--- src/hw/acd_map.vh ---
// Constants for the arithmetic and compare decoder
`ifndef ACD_MAP_VH
`define ACD_MAP_VH

// Instruction field positions
`define ACD_OP_HI       15
`define ACD_OP_LO       12
`define ACD_VAR_HI      11
`define ACD_VAR_LO      10
`define ACD_ROW_HI      9
`define ACD_ROW_LO      8
`define ACD_COL_HI      7
`define ACD_COL_LO      4
`define ACD_LOW_HI      3
`define ACD_LOW_LO      0

// Opcode high nibbles
`define ACD_OP_CMPA     4'h0
`define ACD_OP_CMPB     4'h1
`define ACD_OP_ADD_RM   4'h4
`define ACD_OP_ADD_MI   4'h5
`define ACD_OP_SUB_RM   4'h6
`define ACD_OP_SUB_MI   4'h7

// Variant field codes
`define ACD_VAR_PLAIN   2'h0
`define ACD_VAR_SKIP    2'h1
`define ACD_VAR_CY      2'h2
`define ACD_VAR_CY_SKIP 2'h3

// Reset values
`define ACD_RST_NIB     4'h0
`define ACD_RST_ADDR    6'h00
`define ACD_RST_FLAG    1'b0

`endif

--- src/hw/acd_alu.v ---
// Four-bit adder and subtractor with carry or borrow
`timescale 1ns/1ns
`default_nettype none

module acd_alu (
	input  wire [3:0] i_a,
	input  wire [3:0] i_b,
	input  wire       i_sub,
	input  wire       i_use_flag,
	input  wire       i_flag,
	output wire [3:0] o_res,
	output wire       o_flag
);

	wire [3:0] b_eff;
	wire       cin;
	wire [4:0] sum;

	// Subtraction as a + ~b + ~borrow
	assign b_eff = i_sub ? ~i_b : i_b;
	assign cin   = i_sub ? ~(i_use_flag & i_flag) : (i_use_flag & i_flag);
	assign sum   = {1'b0, i_a} + {1'b0, b_eff} + {4'h0, cin};
	assign o_res = sum[3:0];
	assign o_flag = i_sub ? ~sum[4] : sum[4];

endmodule

`default_nettype wire

--- src/hw/acd_decoder.v ---
// Decode and execute unit for arithmetic and compare instructions
//
// Behaviour
// - Row address of the memory operand comes from bits 9 to 8.
// - Column address comes from bits 7 to 4; row and column pick memory.
// - Immediate instructions take a 4-bit immediate from bits 3 to 0.
// - Register instructions pick one of sixteen registers by bits 3:0.
// - Nibble 0100 adds memory to register; plain, skip, carry, both.
// - Nibble 0101 adds immediate to memory into memory; four variants.
// - 0110 subtracts memory from register; plain, skip, borrow, both.
// - Nibble 0111 subtracts immediate from memory into memory; 4 variants.
// - 0001 variant 00 skips when register equals memory; nothing modified.
// - 0001 variant 01 skips when memory equals immediate.
// - 0000 variant 01 skips when memory differs from immediate.
// - 0000 variant 11 skips when register minus memory gives no borrow.
// - 0001 variant 11 skips when memory minus immediate gives no borrow.
`timescale 1ns/1ns
`default_nettype none
`include "acd_map.vh"

module acd_decoder (
	input  wire        i_sys_clk,
	input  wire        i_arst_n,
	input  wire [15:0] i_instr,
	input  wire        i_instr_vld,
	output reg         o_instr_rdy,
	output reg  [5:0]  o_mem_addr,
	output reg         o_mem_rd,
	input  wire [3:0]  i_mem_rdata,
	output reg         o_mem_wr,
	output reg  [3:0]  o_mem_wdata,
	output reg         o_skip,
	output reg         o_done,
	output reg         o_carry
);

	localparam [1:0] ST_IDLE = 2'h0;
	localparam [1:0] ST_WAIT = 2'h1;
	localparam [1:0] ST_EXEC = 2'h2;

	////////////////////////////////////////////////////////////////
	// State

	reg  [1:0]  state_r;
	reg  [15:0] instr_r;
	reg         skip_pend_r;
	reg  [3:0]  greg_r [0:15];

	wire        take;
	wire [3:0]  op;
	wire [1:0]  vsel;
	wire [5:0]  addr_in;
	wire [3:0]  low;
	wire [3:0]  reg_val;
	integer     k;

	assign take    = i_instr_vld & o_instr_rdy;
	assign op      = instr_r[`ACD_OP_HI:`ACD_OP_LO];
	assign vsel    = instr_r[`ACD_VAR_HI:`ACD_VAR_LO];
	assign addr_in = {i_instr[`ACD_ROW_HI:`ACD_ROW_LO],
	                  i_instr[`ACD_COL_HI:`ACD_COL_LO]};
	assign low     = instr_r[`ACD_LOW_HI:`ACD_LOW_LO];
	assign reg_val = greg_r[low];

	////////////////////////////////////////////////////////////////
	// Decode

	function is_supported;
		input [3:0] f_op;
		input [1:0] f_var;
		begin
			if (f_op[3:2] == 2'b01) begin
				is_supported = 1'b1;
			end else if (f_op == `ACD_OP_CMPB) begin
				is_supported = (f_var != `ACD_VAR_CY);
			end else if (f_op == `ACD_OP_CMPA) begin
				is_supported = (f_var == `ACD_VAR_SKIP) ||
				               (f_var == `ACD_VAR_CY_SKIP);
			end else begin
				is_supported = 1'b0;
			end
		end
	endfunction

	reg  [3:0] alu_a;
	reg  [3:0] alu_b;
	reg        alu_sub;
	reg        alu_use;
	reg        skip_nxt;
	reg        wr_reg_nxt;
	reg        wr_mem_nxt;
	reg        flag_upd_nxt;
	wire [3:0] alu_res;
	wire       alu_flag;

	acd_alu u_alu (
		.i_a        (alu_a),
		.i_b        (alu_b),
		.i_sub      (alu_sub),
		.i_use_flag (alu_use),
		.i_flag     (o_carry),
		.o_res      (alu_res),
		.o_flag     (alu_flag)
	);

	always @* begin
		alu_a        = reg_val;
		alu_b        = i_mem_rdata;
		alu_sub      = 1'b1;
		alu_use      = 1'b0;
		skip_nxt     = 1'b0;
		wr_reg_nxt   = 1'b0;
		wr_mem_nxt   = 1'b0;
		flag_upd_nxt = 1'b0;
		case (op)
		`ACD_OP_ADD_RM: begin
			alu_sub      = 1'b0;
			alu_use      = vsel[1];
			skip_nxt     = vsel[0] & alu_flag;
			wr_reg_nxt   = 1'b1;
			flag_upd_nxt = 1'b1;
		end
		`ACD_OP_ADD_MI: begin
			alu_a        = i_mem_rdata;
			alu_b        = low;
			alu_sub      = 1'b0;
			alu_use      = vsel[1];
			skip_nxt     = vsel[0] & alu_flag;
			wr_mem_nxt   = 1'b1;
			flag_upd_nxt = 1'b1;
		end
		`ACD_OP_SUB_RM: begin
			alu_use      = vsel[1];
			skip_nxt     = vsel[0] & alu_flag;
			wr_reg_nxt   = 1'b1;
			flag_upd_nxt = 1'b1;
		end
		`ACD_OP_SUB_MI: begin
			alu_a        = i_mem_rdata;
			alu_b        = low;
			alu_use      = vsel[1];
			skip_nxt     = vsel[0] & alu_flag;
			wr_mem_nxt   = 1'b1;
			flag_upd_nxt = 1'b1;
		end
		`ACD_OP_CMPB: begin
			if (vsel == `ACD_VAR_PLAIN) begin
				skip_nxt = (reg_val == i_mem_rdata);
			end else if (vsel == `ACD_VAR_SKIP) begin
				skip_nxt = (i_mem_rdata == low);
			end else if (vsel == `ACD_VAR_CY_SKIP) begin
				alu_a    = i_mem_rdata;
				alu_b    = low;
				skip_nxt = ~alu_flag;
			end
		end
		`ACD_OP_CMPA: begin
			if (vsel == `ACD_VAR_SKIP) begin
				skip_nxt = (i_mem_rdata != low);
			end else if (vsel == `ACD_VAR_CY_SKIP) begin
				skip_nxt = ~alu_flag;
			end
		end
		default: begin
			skip_nxt = 1'b0;
		end
		endcase
	end

	////////////////////////////////////////////////////////////////
	// Sequencing

	always @(posedge i_sys_clk or negedge i_arst_n) begin
		if (!i_arst_n) begin
			state_r     <= ST_IDLE;
			instr_r     <= 16'h0000;
			skip_pend_r <= 1'b0;
			o_instr_rdy <= 1'b0;
			o_mem_addr  <= `ACD_RST_ADDR;
			o_mem_rd    <= 1'b0;
			o_mem_wr    <= 1'b0;
			o_mem_wdata <= `ACD_RST_NIB;
			o_skip      <= 1'b0;
			o_done      <= 1'b0;
			o_carry     <= `ACD_RST_FLAG;
			for (k = 0; k < 16; k = k + 1) begin
				greg_r[k] <= `ACD_RST_NIB;
			end
		end else begin
			o_mem_rd <= 1'b0;
			o_mem_wr <= 1'b0;
			o_skip   <= 1'b0;
			o_done   <= 1'b0;
			case (state_r)
			ST_IDLE: begin
				o_instr_rdy <= 1'b1;
				if (take) begin
					if (skip_pend_r ||
					    !is_supported(i_instr[`ACD_OP_HI:`ACD_OP_LO],
					                  i_instr[`ACD_VAR_HI:`ACD_VAR_LO])) begin
						skip_pend_r <= 1'b0;
						o_done      <= 1'b1;
					end else begin
						instr_r     <= i_instr;
						o_mem_addr  <= addr_in;
						o_mem_rd    <= 1'b1;
						o_instr_rdy <= 1'b0;
						state_r     <= ST_WAIT;
					end
				end
			end
			ST_WAIT: begin
				state_r <= ST_EXEC;
			end
			ST_EXEC: begin
				if (wr_reg_nxt) begin
					greg_r[low] <= alu_res;
				end
				o_mem_wr    <= wr_mem_nxt;
				o_mem_wdata <= alu_res;
				if (flag_upd_nxt) begin
					o_carry <= alu_flag;
				end
				o_skip      <= skip_nxt;
				skip_pend_r <= skip_nxt;
				o_done      <= 1'b1;
				o_instr_rdy <= 1'b1;
				state_r     <= ST_IDLE;
			end
			default: begin
				state_r <= ST_IDLE;
			end
			endcase
		end
	end

endmodule

`default_nettype wire

--- config.mk ---
export PLATFORM = sky130hd
export DESIGN_NAME = acd_decoder
export DESIGN_NICKNAME = d
export VERILOG_FILES = /design/src/hw/acd_alu.v /design/src/hw/acd_decoder.v
export VERILOG_INCLUDE_DIRS = /design/src /design/src/hw
export SDC_FILE = /design/constraint.sdc
export NUM_CORES = 1
export LEC_CHECK = 0
export BUFFER_PORTS_ARGS = -buffer_cell sky130_fd_sc_hd__buf_2
export CORE_ASPECT_RATIO = 0.6
export CORE_MARGIN = 2
export CORE_UTILIZATION = 40
export CTS_CLUSTER_DIAMETER = 100
export CTS_CLUSTER_SIZE = 30
export DETAILED_ROUTE_END_ITERATION = 12
export GPL_TIMING_DRIVEN = 0
export PLACE_DENSITY_LB_ADDON = 0.12
export SLEW_MARGIN = 20
export SYNTH_ARGS = -nofsm -noshare
export SYNTH_HDL_FRONTEND = slang
export SYNTH_SLANG_ARGS = --single-unit
--- constraint.sdc ---
create_clock -name i_sys_clk -period 3.4 [get_ports i_sys_clk]
set_input_delay 0.51 -clock i_sys_clk [delete_from_list [all_inputs] [get_ports i_sys_clk]]
set_output_delay 0.51 -clock i_sys_clk [all_outputs]
set_load 0.1 [all_outputs]
### Yosys cells after proc, flatten, opt, wreduce, memory -nomap -nowiden

Cells that the tools add are included.

* register bits: 99
* input bits: 23
* output and inout port bits: 16

* add/subtract/negate cells: 2
* magnitude comparators: 2
* equality and inequality tests: 20
* multiplexer cells: 47
* bitwise gates (word level): 9
* reductions and logical operators: 18

Operator list (number)
* bitwise mux 64 bit: 1
* two-way mux 4 bit: 10
* two-way mux 1 bit: 25
* binary-select mux 4 bit (select 4 bit): 1
* demux 4 bit (select 4 bit): 1
* equality test 4 x 3 -> 1 bit, second input constant: 4
* one-hot mux 4 bit (2 select lines): 2
* equality test 2 x 1 -> 1 bit, second input constant: 4
* equality test 4 x 1 -> 1 bit, second input constant: 2
* equality test 4 bit: 2
* logical NOT 4 bit: 2
* != test 2 bit, second input constant: 4
* equality test 2 bit, second input constant: 3
* one-hot mux 1 bit (2 select lines): 3
* AND reduction 2 bit: 3
* AND reduction 3 bit: 2
* OR reduction 2 bit: 3
* adder 4 x 4 -> 5 bit: 1
* adder 5 x 1 -> 5 bit: 1
* >= comparator 5 bit, second input constant: 1
* less-than comparator 5 x 1 -> 1 bit, second input constant: 1
* inverter 4 -> 5 bit: 1
* logical NOT 2 bit: 2
* two-way mux 2 bit: 2
* other kinds (11): 17

### Longest topological paths before layout

Gate-level depths: netlist of run 1.

* depth after elaboration: 18
* mapped depth: 16

### Hierarchy

Synthesis of run 1 repeated with hierarchy kept, for this count alone.

* cell total of the unflattened synthesis: 365
* area total of the unflattened synthesis: 4640.7 um2

Modules (own cells, without submodules)
* acd_decoder: instances 1, cells an instance 343, area an instance 4441.8 um2, seq. area each 2327.2 um2
* acd_alu: instances 1, cells an instance 22, area an instance 198.9 um2, seq. area each 0.0 um2

### Worst setup path before layout of run 1

Ideal clock, no wire load.

* path kind: register to register
* start point: register instr_r[2]
* end point: register skip_pend_r
* setup time: 0.082 ns
* arrival: 3.678 ns
* setup slack: -0.360 ns
* cell stages (with the launch flop): 16
* clock period less this slack: 3.760 ns
* cells stage by stage: dfrtp_1 buf_4 mux4_2 nor2b_1 a211oi_1 a21oi_1 mux2_2 fa_1 fa_1 and3_1 o21ai_0 nand2_1 a211o_1 a31oi_1 nor2b_1 a31oi_1

* longest elaborated chain between the ends: 18

Ends and longest elaborated chain
* start, declared: RTL line acd_decoder.v:45 `reg [15:0] instr_r;`
* start signal, assigned: RTL line acd_decoder.v:204 `instr_r <= i_instr;`
* inverter 4 -> 5 bit (implied by the code): RTL line acd_decoder.v:63 `assign reg_val = greg_r[low];`
* binary-select mux 4 bit (select 4 bit): RTL line acd_decoder.v:63
* two-way mux 4 bit (implied by the code) (2 in series): RTL line acd_decoder.v:63
* two-way mux 4 bit: RTL line acd_decoder.v:151 `` end else if (vsel == `ACD_VAR_CY_SKIP) begin ``
* two-way mux 4 bit: RTL line acd_decoder.v:149 `` end else if (vsel == `ACD_VAR_SKIP) begin ``
* two-way mux 4 bit: RTL line acd_decoder.v:147 `` if (vsel == `ACD_VAR_PLAIN) begin ``
* one-hot mux 4 bit (2 select lines): RTL line acd_decoder.v:115 `case (op)`
* adder 4 x 4 -> 5 bit: RTL line acd_alu.v:22 `assign sum = {1'b0, i_a} + {1'b0, b_eff} + {4'h0, cin};`
* adder 5 x 1 -> 5 bit: RTL line acd_alu.v:22
* inverter 1 bit: RTL line acd_alu.v:24 `assign o_flag = i_sub ? ~sum[4] : sum[4];`
* two-way mux 1 bit: RTL line acd_alu.v:24
* inverter 1 bit: RTL line acd_decoder.v:154, acd_decoder.v:161
* two-way mux 1 bit: RTL line acd_decoder.v:151, acd_decoder.v:160
* two-way mux 1 bit: RTL line acd_decoder.v:149
* two-way mux 1 bit: RTL line acd_decoder.v:147
* one-hot mux 1 bit (3 select lines) *: RTL line acd_decoder.v:115
* one-hot mux 1 bit (2 select lines) *: RTL line acd_decoder.v:194 `case (state_r)`
* end signal, assigned: RTL line acd_decoder.v:225 `skip_pend_r <= skip_nxt;`
* end, declared: RTL line acd_decoder.v:46 `reg skip_pend_r;`

Mark *: on every way between the ends. The rest lies on a longest branch, timed or not. The select of a mux whose other input is x is not followed.
A chain may end at the register's enable or synchronous reset.

### Worst setup path in the final report of run 1

* start point: register instr_r[3]
* end point: register skip_pend_r

Same word-level chain as after synthesis.

==> results of run 1 <==
through the flow:
step                instances  utilization  worst slack [ps]  power (uW)  setup TNS [ps]
finish                    596        0.504              -318        6280            -972
global route              596        0.504              -454        6600           -2770
CTS                       594        0.491              -292        5800            -569
detailed placement        570        0.451              -683        4350          -18760
global placement          569        0.448              -712        4320          -18900
floorplan                 371            -             -87.7        3480            -170
area by class of cell:
cell class              instances  area [um2]  area share
plain buffers                  20         175      0.0308
multi-input cells             248        2330       0.409
clock buffers                  12         256      0.0450
flip-flops and latches         93        2330       0.409
clock inverters                 4        30.0     0.00527
repair buffers                 52         350      0.0615
well taps                     160         200      0.0351
inverters                       7        26.3     0.00461
power by group through the flow:
stage | sequential, uW | clock [uW] | combinational [uW]
finish | 1550 | 972 | 3750
floorplan | 1750 | 0 | 1730
global placement | 1540 | 0 | 2780
global route | 1590 | 1040 | 3970
detailed placement | 1550 | 0 | 2800
CTS | 1530 | 992 | 3280
synthesized netlist by cell type, types with 4 or more instances:
master and instances:
dfrtp_1 93, mux2_2 80, nand2_1 26, nor2_1 19, o21ai_0 17, mux2i_1 12
a21oi_1 11, xnor2_1 10, clkbuf_1 8, buf_4 7, inv_1 7, nand3_1 7
nor2b_1 7, mux4_2 6, xor2_1 6, a31oi_1 5, mux4_1 4
what timing repair did:
item,4_1_cts,5_1_grt
pin swaps,9,3
cloned,0,1
setup endpoints to repair,55,60
resized for setup,24,20
setup buffers,9,3
flip-flops by register name, indices dropped and copies added, names as in the netlist:
register,cells
instr_r,11
o_mem_rd,1
greg_r,64
o_carry,1
state_r,2
o_mem_addr,5
o_mem_wdata,4
o_instr_rdy,1
o_skip,1
o_done,1
o_mem_wr,1
skip_pend_r,1
critical path, cell delays in order (launching register included):
cell      delay (ps)
dfrtp_1          530
buf_4            280
mux4_2           360
mux2i_4          210
a21oi_2          100
mux2_4           280
fa_2             400
fa_2             360
and3_4           190
or3_4            340
a31oi_1          140
nand4b_1         130
a31oi_1          110
nor2b_1          120
a31oi_1           50
kinds of logic after synthesis:
| group | Yosys count |
|---|---|
| buffers and inverters | 30 |
| flip-flops | 93 |
| AND/OR/NAND/NOR | 79 |
| multiplexers | 102 |
| adder cells (fa/ha/maj) | 5 |
| AO/OA/AOI/OAI | 46 |
| XOR/XNOR | 16 |
placed cells by master (no fill, tap or decap), types with 4 or more instances in the layout:
cell type | netlist | layout
dfrtp_1 | 93 | 93
mux2_2 | 80 | 76
buf_2 | 3 | 39
nand2_1 | 26 | 25
nor2_1 | 19 | 19
buf_4 | 7 | 16
o21ai_0 | 17 | 16
clkbuf_16 | 0 | 10
a21oi_1 | 11 | 9
xnor2_1 | 10 | 8
mux2i_1 | 12 | 7
inv_1 | 7 | 7
nor2b_1 | 7 | 7
nand3_1 | 7 | 7
buf_6 | 3 | 6
mux4_2 | 6 | 6
a31oi_1 | 5 | 5
xor2_1 | 6 | 5
mux2i_4 | 0 | 4
mux2_4 | 0 | 4
mux4_1 | 4 | 4
routing by layer:
metal | routed length (um) | track usage
met5 | 0 | 0
met4 | 58 | 0.0351
met3 | 599 | 0.0495
met2 | 4560 | 0.259
met1 | 6160 | 0.311
worst max-delay path by stage:
stage / end / cells after the start
after global placement: greg_r[39]$_DFFE_PN0P_ / 13
after global routing: skip_pend_r$_DFFE_PN0P_ / 17
after detailed placement: greg_r[55]$_DFFE_PN0P_ / 10
after floorplan: skip_pend_r$_DFFE_PN0P_ / 15
final: skip_pend_r$_DFFE_PN0P_ / 14
after CTS: skip_pend_r$_DFFE_PN0P_ / 15
==> impl_metrics.csv, run 1 <==
group,metric,value,unit
logic_synthesis,synth_top_family_by_area,"multiplexers",
logic_synthesis,synth_top_area_frac,0.501,
floorplan,initial_core_util,0.411,
placed_design,portBuffers,38,
logic_synthesis,yosys.area_share.simple,0.0859,
logic_synthesis,synth_cell_types,46,
logic_synthesis,ys_async_sr_fraction,1.00,
setup_path,start_kind,"flip-flop",
timing,final-setup-viol-count,17,
setup_path,startpoint,"instr_r[3]$_DFFE_PN0P_",
final_layout,finalInstanceArea,0.00570,mm2
final_layout,area_growth,22.6,%
detailed_routing,ant_nets,0,
timing,finalCritPeriodShare,1.09,
power,switchingPower,2790,uW
global_route,grt_max_degree,52,
run_status,violations,"negative setup slack",
detailed_routing,via_per_inst,5.24,
power,p_clk_frac,0.155,
detailed_routing,drt_iter0_markers,120,
logic_synthesis,synth_ff_type,"dfrtp_1",
cts,holdBufCountCts,0,
timing,drv_slew,0,
cts,cts_buffers,9,
setup_path,r2r_end,"skip_pend_r$_DFFE_PN0P_",
run,drv_cap,0,
logic_synthesis,avgSynthCellArea,12.5,um2
power,p_leak,0.00250,uW
logic_synthesis,synth_edf_count,0,
floorplan,dieHeight,87.5,um
timing,holdWs,83.4,ps
timing,fmax,269,MHz
logic_synthesis,synth_area_leader_cell,"dfrtp_1",
placed_design,post_dp_cell_area,0.00509,mm2
timing,tightest_slew,580,ps
power,p_int,3490,uW
final_layout,final_nets,459,
timing,hold_violations,0,
setup_path,r2r_setup_slack,-320,ps
logic_synthesis,ys_ff_latch,93,
detailed_routing,drt_wl_total,11400,um
placed_design,place_hpwl,8240,um
setup_path,crit_arrival,3940,ps
logic_synthesis,syn_area,0.00464,mm2
power,switching_share,0.445,
cts,h-tree-depth,3,
timing,rsz0062_at_grt,"true",
logic_synthesis,syn_inst,371,
final_layout,drive_above_1_share,0.447,
global_route,antenna_found_initial,0,
floorplan,ios,39,
floorplan,dieWidth,143,um
logic_synthesis,synth-xor-area-share,0.0302,
logic_synthesis,synthTopCellsByArea,"dfrtp_1, mux2_2, mux4_2",
setup_path,crit_type,"reg2reg",
cts,clkTransAtPathRegs,70,ps
detailed_routing,vias,3122,
floorplan,floorplan.rows,30,
detailed_routing,drc,0,
timing,fin_skew,7.40,ps
floorplan,core_area,0.0113,mm2
logic_synthesis,synth_seq_area_share,0.501,
timing,setup_ws,-318,ps
detailed_routing,wl_per_cell,19.1,um
final_layout,antenna_cells,0,
global_route,grt_usage,0.193,
power,vdd_drop_max,522,uV
setup_path,endpoint_kind,"flip-flop",
setup_path,required,3620,ps
floorplan,design.die.area,0.0125,mm2
timing,slew_headroom,0.613,
run_status,outcome,"finished, violations left",
placed_design,gp_congestion,0.827,
logic_synthesis,synth-compound-area-share,0.0590,
setup_path,r2r_cells,14,
cts,cts_tree,"yes",
global_route,grt_pass1_wl,17500,um
power,pwr-share-comb,0.598,
final_layout,fillers,1019,
detailed_routing,firstDrtPassIters,4,
cts,cts.sinks,93,
setup_path,reg2reg_from,"instr_r[3]$_DFFE_PN0P_",
setup_path,path_max_fanout,10,
logic_synthesis,muxShareOfSynthArea,0.272,
logic_synthesis,yosysWarningCount,0,
cts,clock-root-buffer,"clkbuf_16",
power,seqPwrFrac,0.248,
timing,fin_crit,3720,ps
global_route,grt_pass1_vias,3070,
power,power.density,1100,mW/mm2
worst_hold_path,hp-class,"in2async",
logic_synthesis,synth_fp_nets,399,
cts,cts_buffer_depth,2,
logic_synthesis,synth_fa_ha_area_frac,0.0167,
global_route,overflow,0,
cts,clk_latency,350,ps
(Power assumes the default switching activity.)
==> run 2: changes to the inputs <==
Settings changed: PLACE_DENSITY_LB_ADDON 0.12 to unset.
==> impl_metrics.csv, run 2 (synthesis results as in run 1) <==
group,metric,value,unit
timing,holdWs,69.8,ps
timing,drv_slew,0,
timing,finalCritPeriodShare,1.09,
final_layout,largest_register_ffs,64,
global_route,grt_usage,0.196,
final_layout,final_common_cell,"dfrtp_1",
detailed_routing,drt_iter0_markers,247,
final_layout,layout_common_cells,"dfrtp_1, mux2_2, buf_2",
global_route,grt_pass1_wl,17900,um
final_layout,finalNonFillerCells,595,
global_route,overflow,0,
timing,final-setup-viol-count,17,
global_route,grt_max_degree,56,
setup_path,start_kind,"flip-flop",
final_layout,final_nets,458,
floorplan,design.die.area,0.0125,mm2
setup_path,crit_arrival,3960,ps
timing,fin_skew,8.82,ps
floorplan,dieWidth,143,um
floorplan,floorplan.rows,30,
floorplan,ios,39,
detailed_routing,wl_per_cell,19.2,um
floorplan,initial_core_util,0.411,
timing,hold_violations,0,
timing,fmax,270,MHz
cts,clock-root-buffer,"clkbuf_16",
run_status,violations,"negative setup slack",
final_layout,fillers,991,
global_route,grt_pass1_vias,3068,
run,drv_cap,0,
detailed_routing,firstDrtPassIters,4,
timing,slew_headroom,0.571,
detailed_routing,ant_nets,0,
final_layout,largest-register,"greg_r",
cts,h-tree-depth,3,
cts,holdBufCountCts,0,
placed_design,gp_congestion,0.849,
detailed_routing,vias,3139,
power,p_leak,0.00248,uW
timing,setup_ws,-297,ps
placed_design,place_hpwl,8360,um
cts,cts_buffer_depth,2,
cts,clk_latency,340,ps
final_layout,antenna_cells,0,
detailed_routing,via_per_inst,5.28,
setup_path,endpoint_kind,"flip-flop",
floorplan,dieHeight,87.5,um
setup_path,required,3660,ps
placed_design,dp.cells,570,
power,power.density,1070,mW/mm2
placed_design,portBuffers,38,
power,vdd_drop_max,490,uV
cts,clkTransAtPathRegs,70,ps
final_layout,drive_above_1_share,0.439,
timing,tightest_slew,638,ps
final_layout,area_growth,21.2,%
global_route,antenna_found_initial,0,
timing,setup-tns-final,-1110,ps
cts,cts_tree,"yes",
timing,fin_crit,3700,ps
timing,rsz0062_at_grt,"true",
power,total_power,6030,uW
run_status,outcome,"finished, violations left",
floorplan,core_area,0.0113,mm2
cts,cts_buffers,9,
detailed_routing,drc,0,
final_layout,top_regs,"greg_r: 64 flops, instr_r: 11 flops, o_mem_addr: 5 flops",
worst_hold_path,hp-class,"in2async",
detailed_routing,drt_wl_total,11400,um
setup_path,crit_type,"reg2reg",
cts,cts.sinks,93,
setup_path,path_max_fanout,4,
## run 2: worst paths after layout
path                            cells after the start  slack, ps                       start                         end
worst max-delay path                               15       -300      instr_r[2]$_DFFE_PN0P_     skip_pend_r$_DFFE_PN0P_
worst min-delay path                                1         70                    i_arst_n         o_carry$_DFFE_PN0P_
worst max register to register                     15       -300      instr_r[2]$_DFFE_PN0P_     skip_pend_r$_DFFE_PN0P_
worst min register to register                      2        470  o_mem_wdata[2]$_DFFE_PN0P_  o_mem_wdata[2]$_DFFE_PN0P_
max in group asynchronous                           2       2730                    i_arst_n      greg_r[10]$_DFFE_PN0P_
min in group i_sys_clk                              2        390                  i_instr[1]      instr_r[1]$_DFFE_PN0P_
## run 2: area by class of cell
class	instances	area, um2	area share
repair buffers	51	327	0.0580
clock buffers	11	253	0.0449
well taps	160	200	0.0356
plain buffers	20	163	0.0289
inverters	7	26.3	0.00467
clock inverters	5	63.8	0.0113
multi-input cells	248	2270	0.403
flip-flops and latches	93	2330	0.414
## run 2: repair_timing
| action | 4_1_cts | 5_1_grt |
|---|---|---|
| pin swaps | 8 | 7 |
| setup endpoints to repair | 64 | 38 |
| gates resized for setup | 19 | 10 |
| setup buffers | 7 | 5 |
| hold endpoints to repair | 0 | 0 |
## run 2: critical path, stage by stage (launching register included)
cell and delay [ps]:
dfrtp_1 340, buf_6 130, buf_12 110, mux4_2 510, mux2i_4 230, a21oi_2 100, mux2_4 290, fa_2 360
fa_2 420, and3_4 190, or3_4 330, nand2_2 90, nand3_2 70, a31oi_1 210, nor2b_1 70, a31oi_1 140
## run 2: routing by layer
layer,global-route usage,vias to the layer above,wire [um]
li1,-,1442,-
met1,0.312,1608,5850
met2,0.261,79,4650
met3,0.0539,10,806
met4,0.0378,0,95
met5,0,-,0
## run 2: stage by stage
stage / setup WS [ps] / instance area, um2 / utilization
after global placement: -592 / 5060 / 0.448
after CTS: -246 / 5550 / 0.491
after floorplan: -87.7 / 4670 / -
after detailed placement: -780 / 5090 / 0.451
final: -297 / 5630 / 0.498
after global routing: -427 / 5630 / 0.498
## run 2: power by group
part           total, uW  internal (uW)  switching (uW)
clock network       1050            616             431
registers           1550           1370             179
logic               3430           1360            2070
total               6030           3350            2680
==> run 3: changes to the inputs <==
Clock period 3.4 ns to 4.05 ns, I/O delays scaled along.
==> impl_metrics.csv, run 3 (synthesis results as in run 1) <==
group,metric,value,unit
final_layout,layout_common_cells,"dfrtp_1, mux2_2, buf_2",
power,pwr-share-comb,0.529,
placed_design,dp.cells,570,
timing,fmax,256,MHz
floorplan,initial_core_util,0.411,
timing,finalCritPeriodShare,0.965,
timing,rsz0062_at_grt,"true",
power,p_clk_frac,0.188,
power,seqPwrFrac,0.283,
detailed_routing,drt_iter0_markers,222,
setup_path,r2r_cells,14,
global_route,grt_pass1_vias,2980,
timing,tightest_slew,636,ps
detailed_routing,drt_wl_total,11000,um
setup_path,crit_chain,"buf_2, mux4_2, mux2i_4, a21oi_2, mux2_4, fa_2, fa_2, and3_4, or3_1, nand2_1, nand3_1, a31oi_1, nor2b_1, a31oi_1",
setup_path,path_max_fanout,10,
global_route,grt_pass1_wl,17300,um
final_layout,final_nets,453,
timing,drv_slew,0,
setup_path,cp_slowest_cell,"dfrtp_1",
cts,clkTransAtPathRegs,70,ps
timing,hold_violations,0,
global_route,overflow,0,
setup_path,crit_type,"reg2reg",
final_layout,antenna_cells,0,
placed_design,gp_congestion,0.829,
setup_path,start_kind,"flip-flop",
cts,cts.sinks,93,
final_layout,fillers,1016,
final_layout,area_growth,18.0,%
setup_path,crit_arrival,4160,ps
timing,final-setup-viol-count,0,
floorplan,floorplan.rows,30,
cts,h-tree-depth,3,
timing,fin_skew,6.27,ps
floorplan,dieWidth,143,um
final_layout,finalNonFillerCells,590,
detailed_routing,firstDrtPassIters,4,
detailed_routing,ant_nets,0,
timing,fin_crit,3910,ps
floorplan,core_area,0.0113,mm2
power,vdd_drop_max,355,uV
floorplan,ios,39,
setup_path,endpoint_kind,"flip-flop",
cts,clock-root-buffer,"clkbuf_16",
floorplan,design.die.area,0.0125,mm2
detailed_routing,wl_per_cell,18.6,um
power,power.density,836,mW/mm2
global_route,antenna_found_initial,0,
cts,cts_tree,"yes",
cts,cts_buffers,9,
setup_path,critical_path.max_stage_delay,490,ps
detailed_routing,vias,3068,
setup_path,required,4300,ps
placed_design,place_hpwl,8190,um
placed_design,portBuffers,38,
final_layout,largest_register_ffs,64,
floorplan,dieHeight,87.5,um
power,p_leak,0.00242,uW
power,p_int,2480,uW
cts,clk_latency,340,ps
power,switchingPower,2100,uW
final_layout,final_common_cell,"dfrtp_1",
cts,cts_buffer_depth,2,
run,drv_cap,0,
power,switching_share,0.459,
detailed_routing,via_per_inst,5.20,
final_layout,fin_util,0.485,
timing,slew_headroom,0.572,
final_layout,top_regs,"greg_r: 64 flops, instr_r: 11 flops, o_mem_addr: 5 flops",
final_layout,largest-register,"greg_r",
run_status,outcome,"completed",
global_route,grt_max_degree,75,
detailed_routing,drc,0,
final_layout,drive_above_1_share,0.402,
global_route,grt_usage,0.188,
worst_hold_path,hp-class,"in2async",
[run 3: changes by cell type in the layout (fill, tap and decap cells not counted), sizes merged]
cell,change
clkbuf,+3
inv,-1
clkinv,+2
buf,-9
[run 3: metal layers]
metal / GRT usage / up-vias / wire length [um]
li1: - / 1435 / -
met5: 0 / - / 0
met1: 0.304 / 1550 / 5600
met2: 0.251 / 76 / 4470
met3: 0.0539 / 7 / 859
met4: 0.0243 / 0 / 54
[run 3: worst max-delay path: cells and delay by family, from the launching register on]
kind	cells	cell delay, ps
simple gates	5	820
fa+ha+maj	2	790
buf+inv	1	330
flops	1	490
compound gates	3	500
mux	3	890
[run 3: metrics by stage]
| step | cell area (um2) | setup TNS [ps] | total power (uW) | setup WS (ps) | hold WS [ps] |
|---|---|---|---|---|---|
| after global routing | 5480 | -52.0 | 4860 | -52.0 | 106 |
| after floorplan | 4640 | 0 | 2880 | 290 | 312 |
| final | 5480 | 0 | 4580 | 140 | 107 |
| after global placement | 5030 | -1020 | 3530 | -258 | 455 |
| after CTS | 5410 | 0 | 4480 | 6.31 | 106 |
| after detailed placement | 5070 | -2120 | 3590 | -281 | 466 |
[run 3: area by class of cell]
| type | count | area (um2) | area share |
|---|---|---|---|
| multi-input combinational | 248 | 2200 | 0.402 |
| clock inverter | 6 | 71.3 | 0.0130 |
| clock buffer | 10 | 239 | 0.0436 |
| buffer | 22 | 153 | 0.0279 |
| tap | 160 | 200 | 0.0365 |
| inverter | 7 | 26.3 | 0.00479 |
| sequential | 93 | 2330 | 0.425 |
| timing repair buffer | 44 | 262 | 0.0477 |
[run 3: worst paths after layout]
kind	from	end	slack (ps)
setup / recovery	instr_r[3]$_DFFE_PN0P_	skip_pend_r$_DFFE_PN0P_	140
hold / removal	i_arst_n	o_mem_wdata[1]$_DFFE_PN0P_	110
setup reg to reg	instr_r[3]$_DFFE_PN0P_	skip_pend_r$_DFFE_PN0P_	140
hold reg to reg	greg_r[30]$_DFFE_PN0P_	greg_r[30]$_DFFE_PN0P_	480
max in group asynchronous	i_arst_n	greg_r[50]$_DFFE_PN0P_	3320
min in group i_sys_clk	greg_r[30]$_DFFE_PN0P_	greg_r[30]$_DFFE_PN0P_	480
[run 3: repair_timing]
item	CTS	global route
gates resized for setup	7	11
setup endpoints to repair	32	20
buffers inserted	0	5
pin swaps	0	5
hold buffers	0	0
[run 3: power by group through the flow]
stage	logic [uW]	registers (uW)	clock network, uW
2_1_floorplan	1410	1470	0
3_3_place_gp	2240	1290	0
4_1_cts	2320	1280	881
5_1_grt	2610	1320	920
3_5_place_dp	2280	1300	0
6_report	2420	1300	862
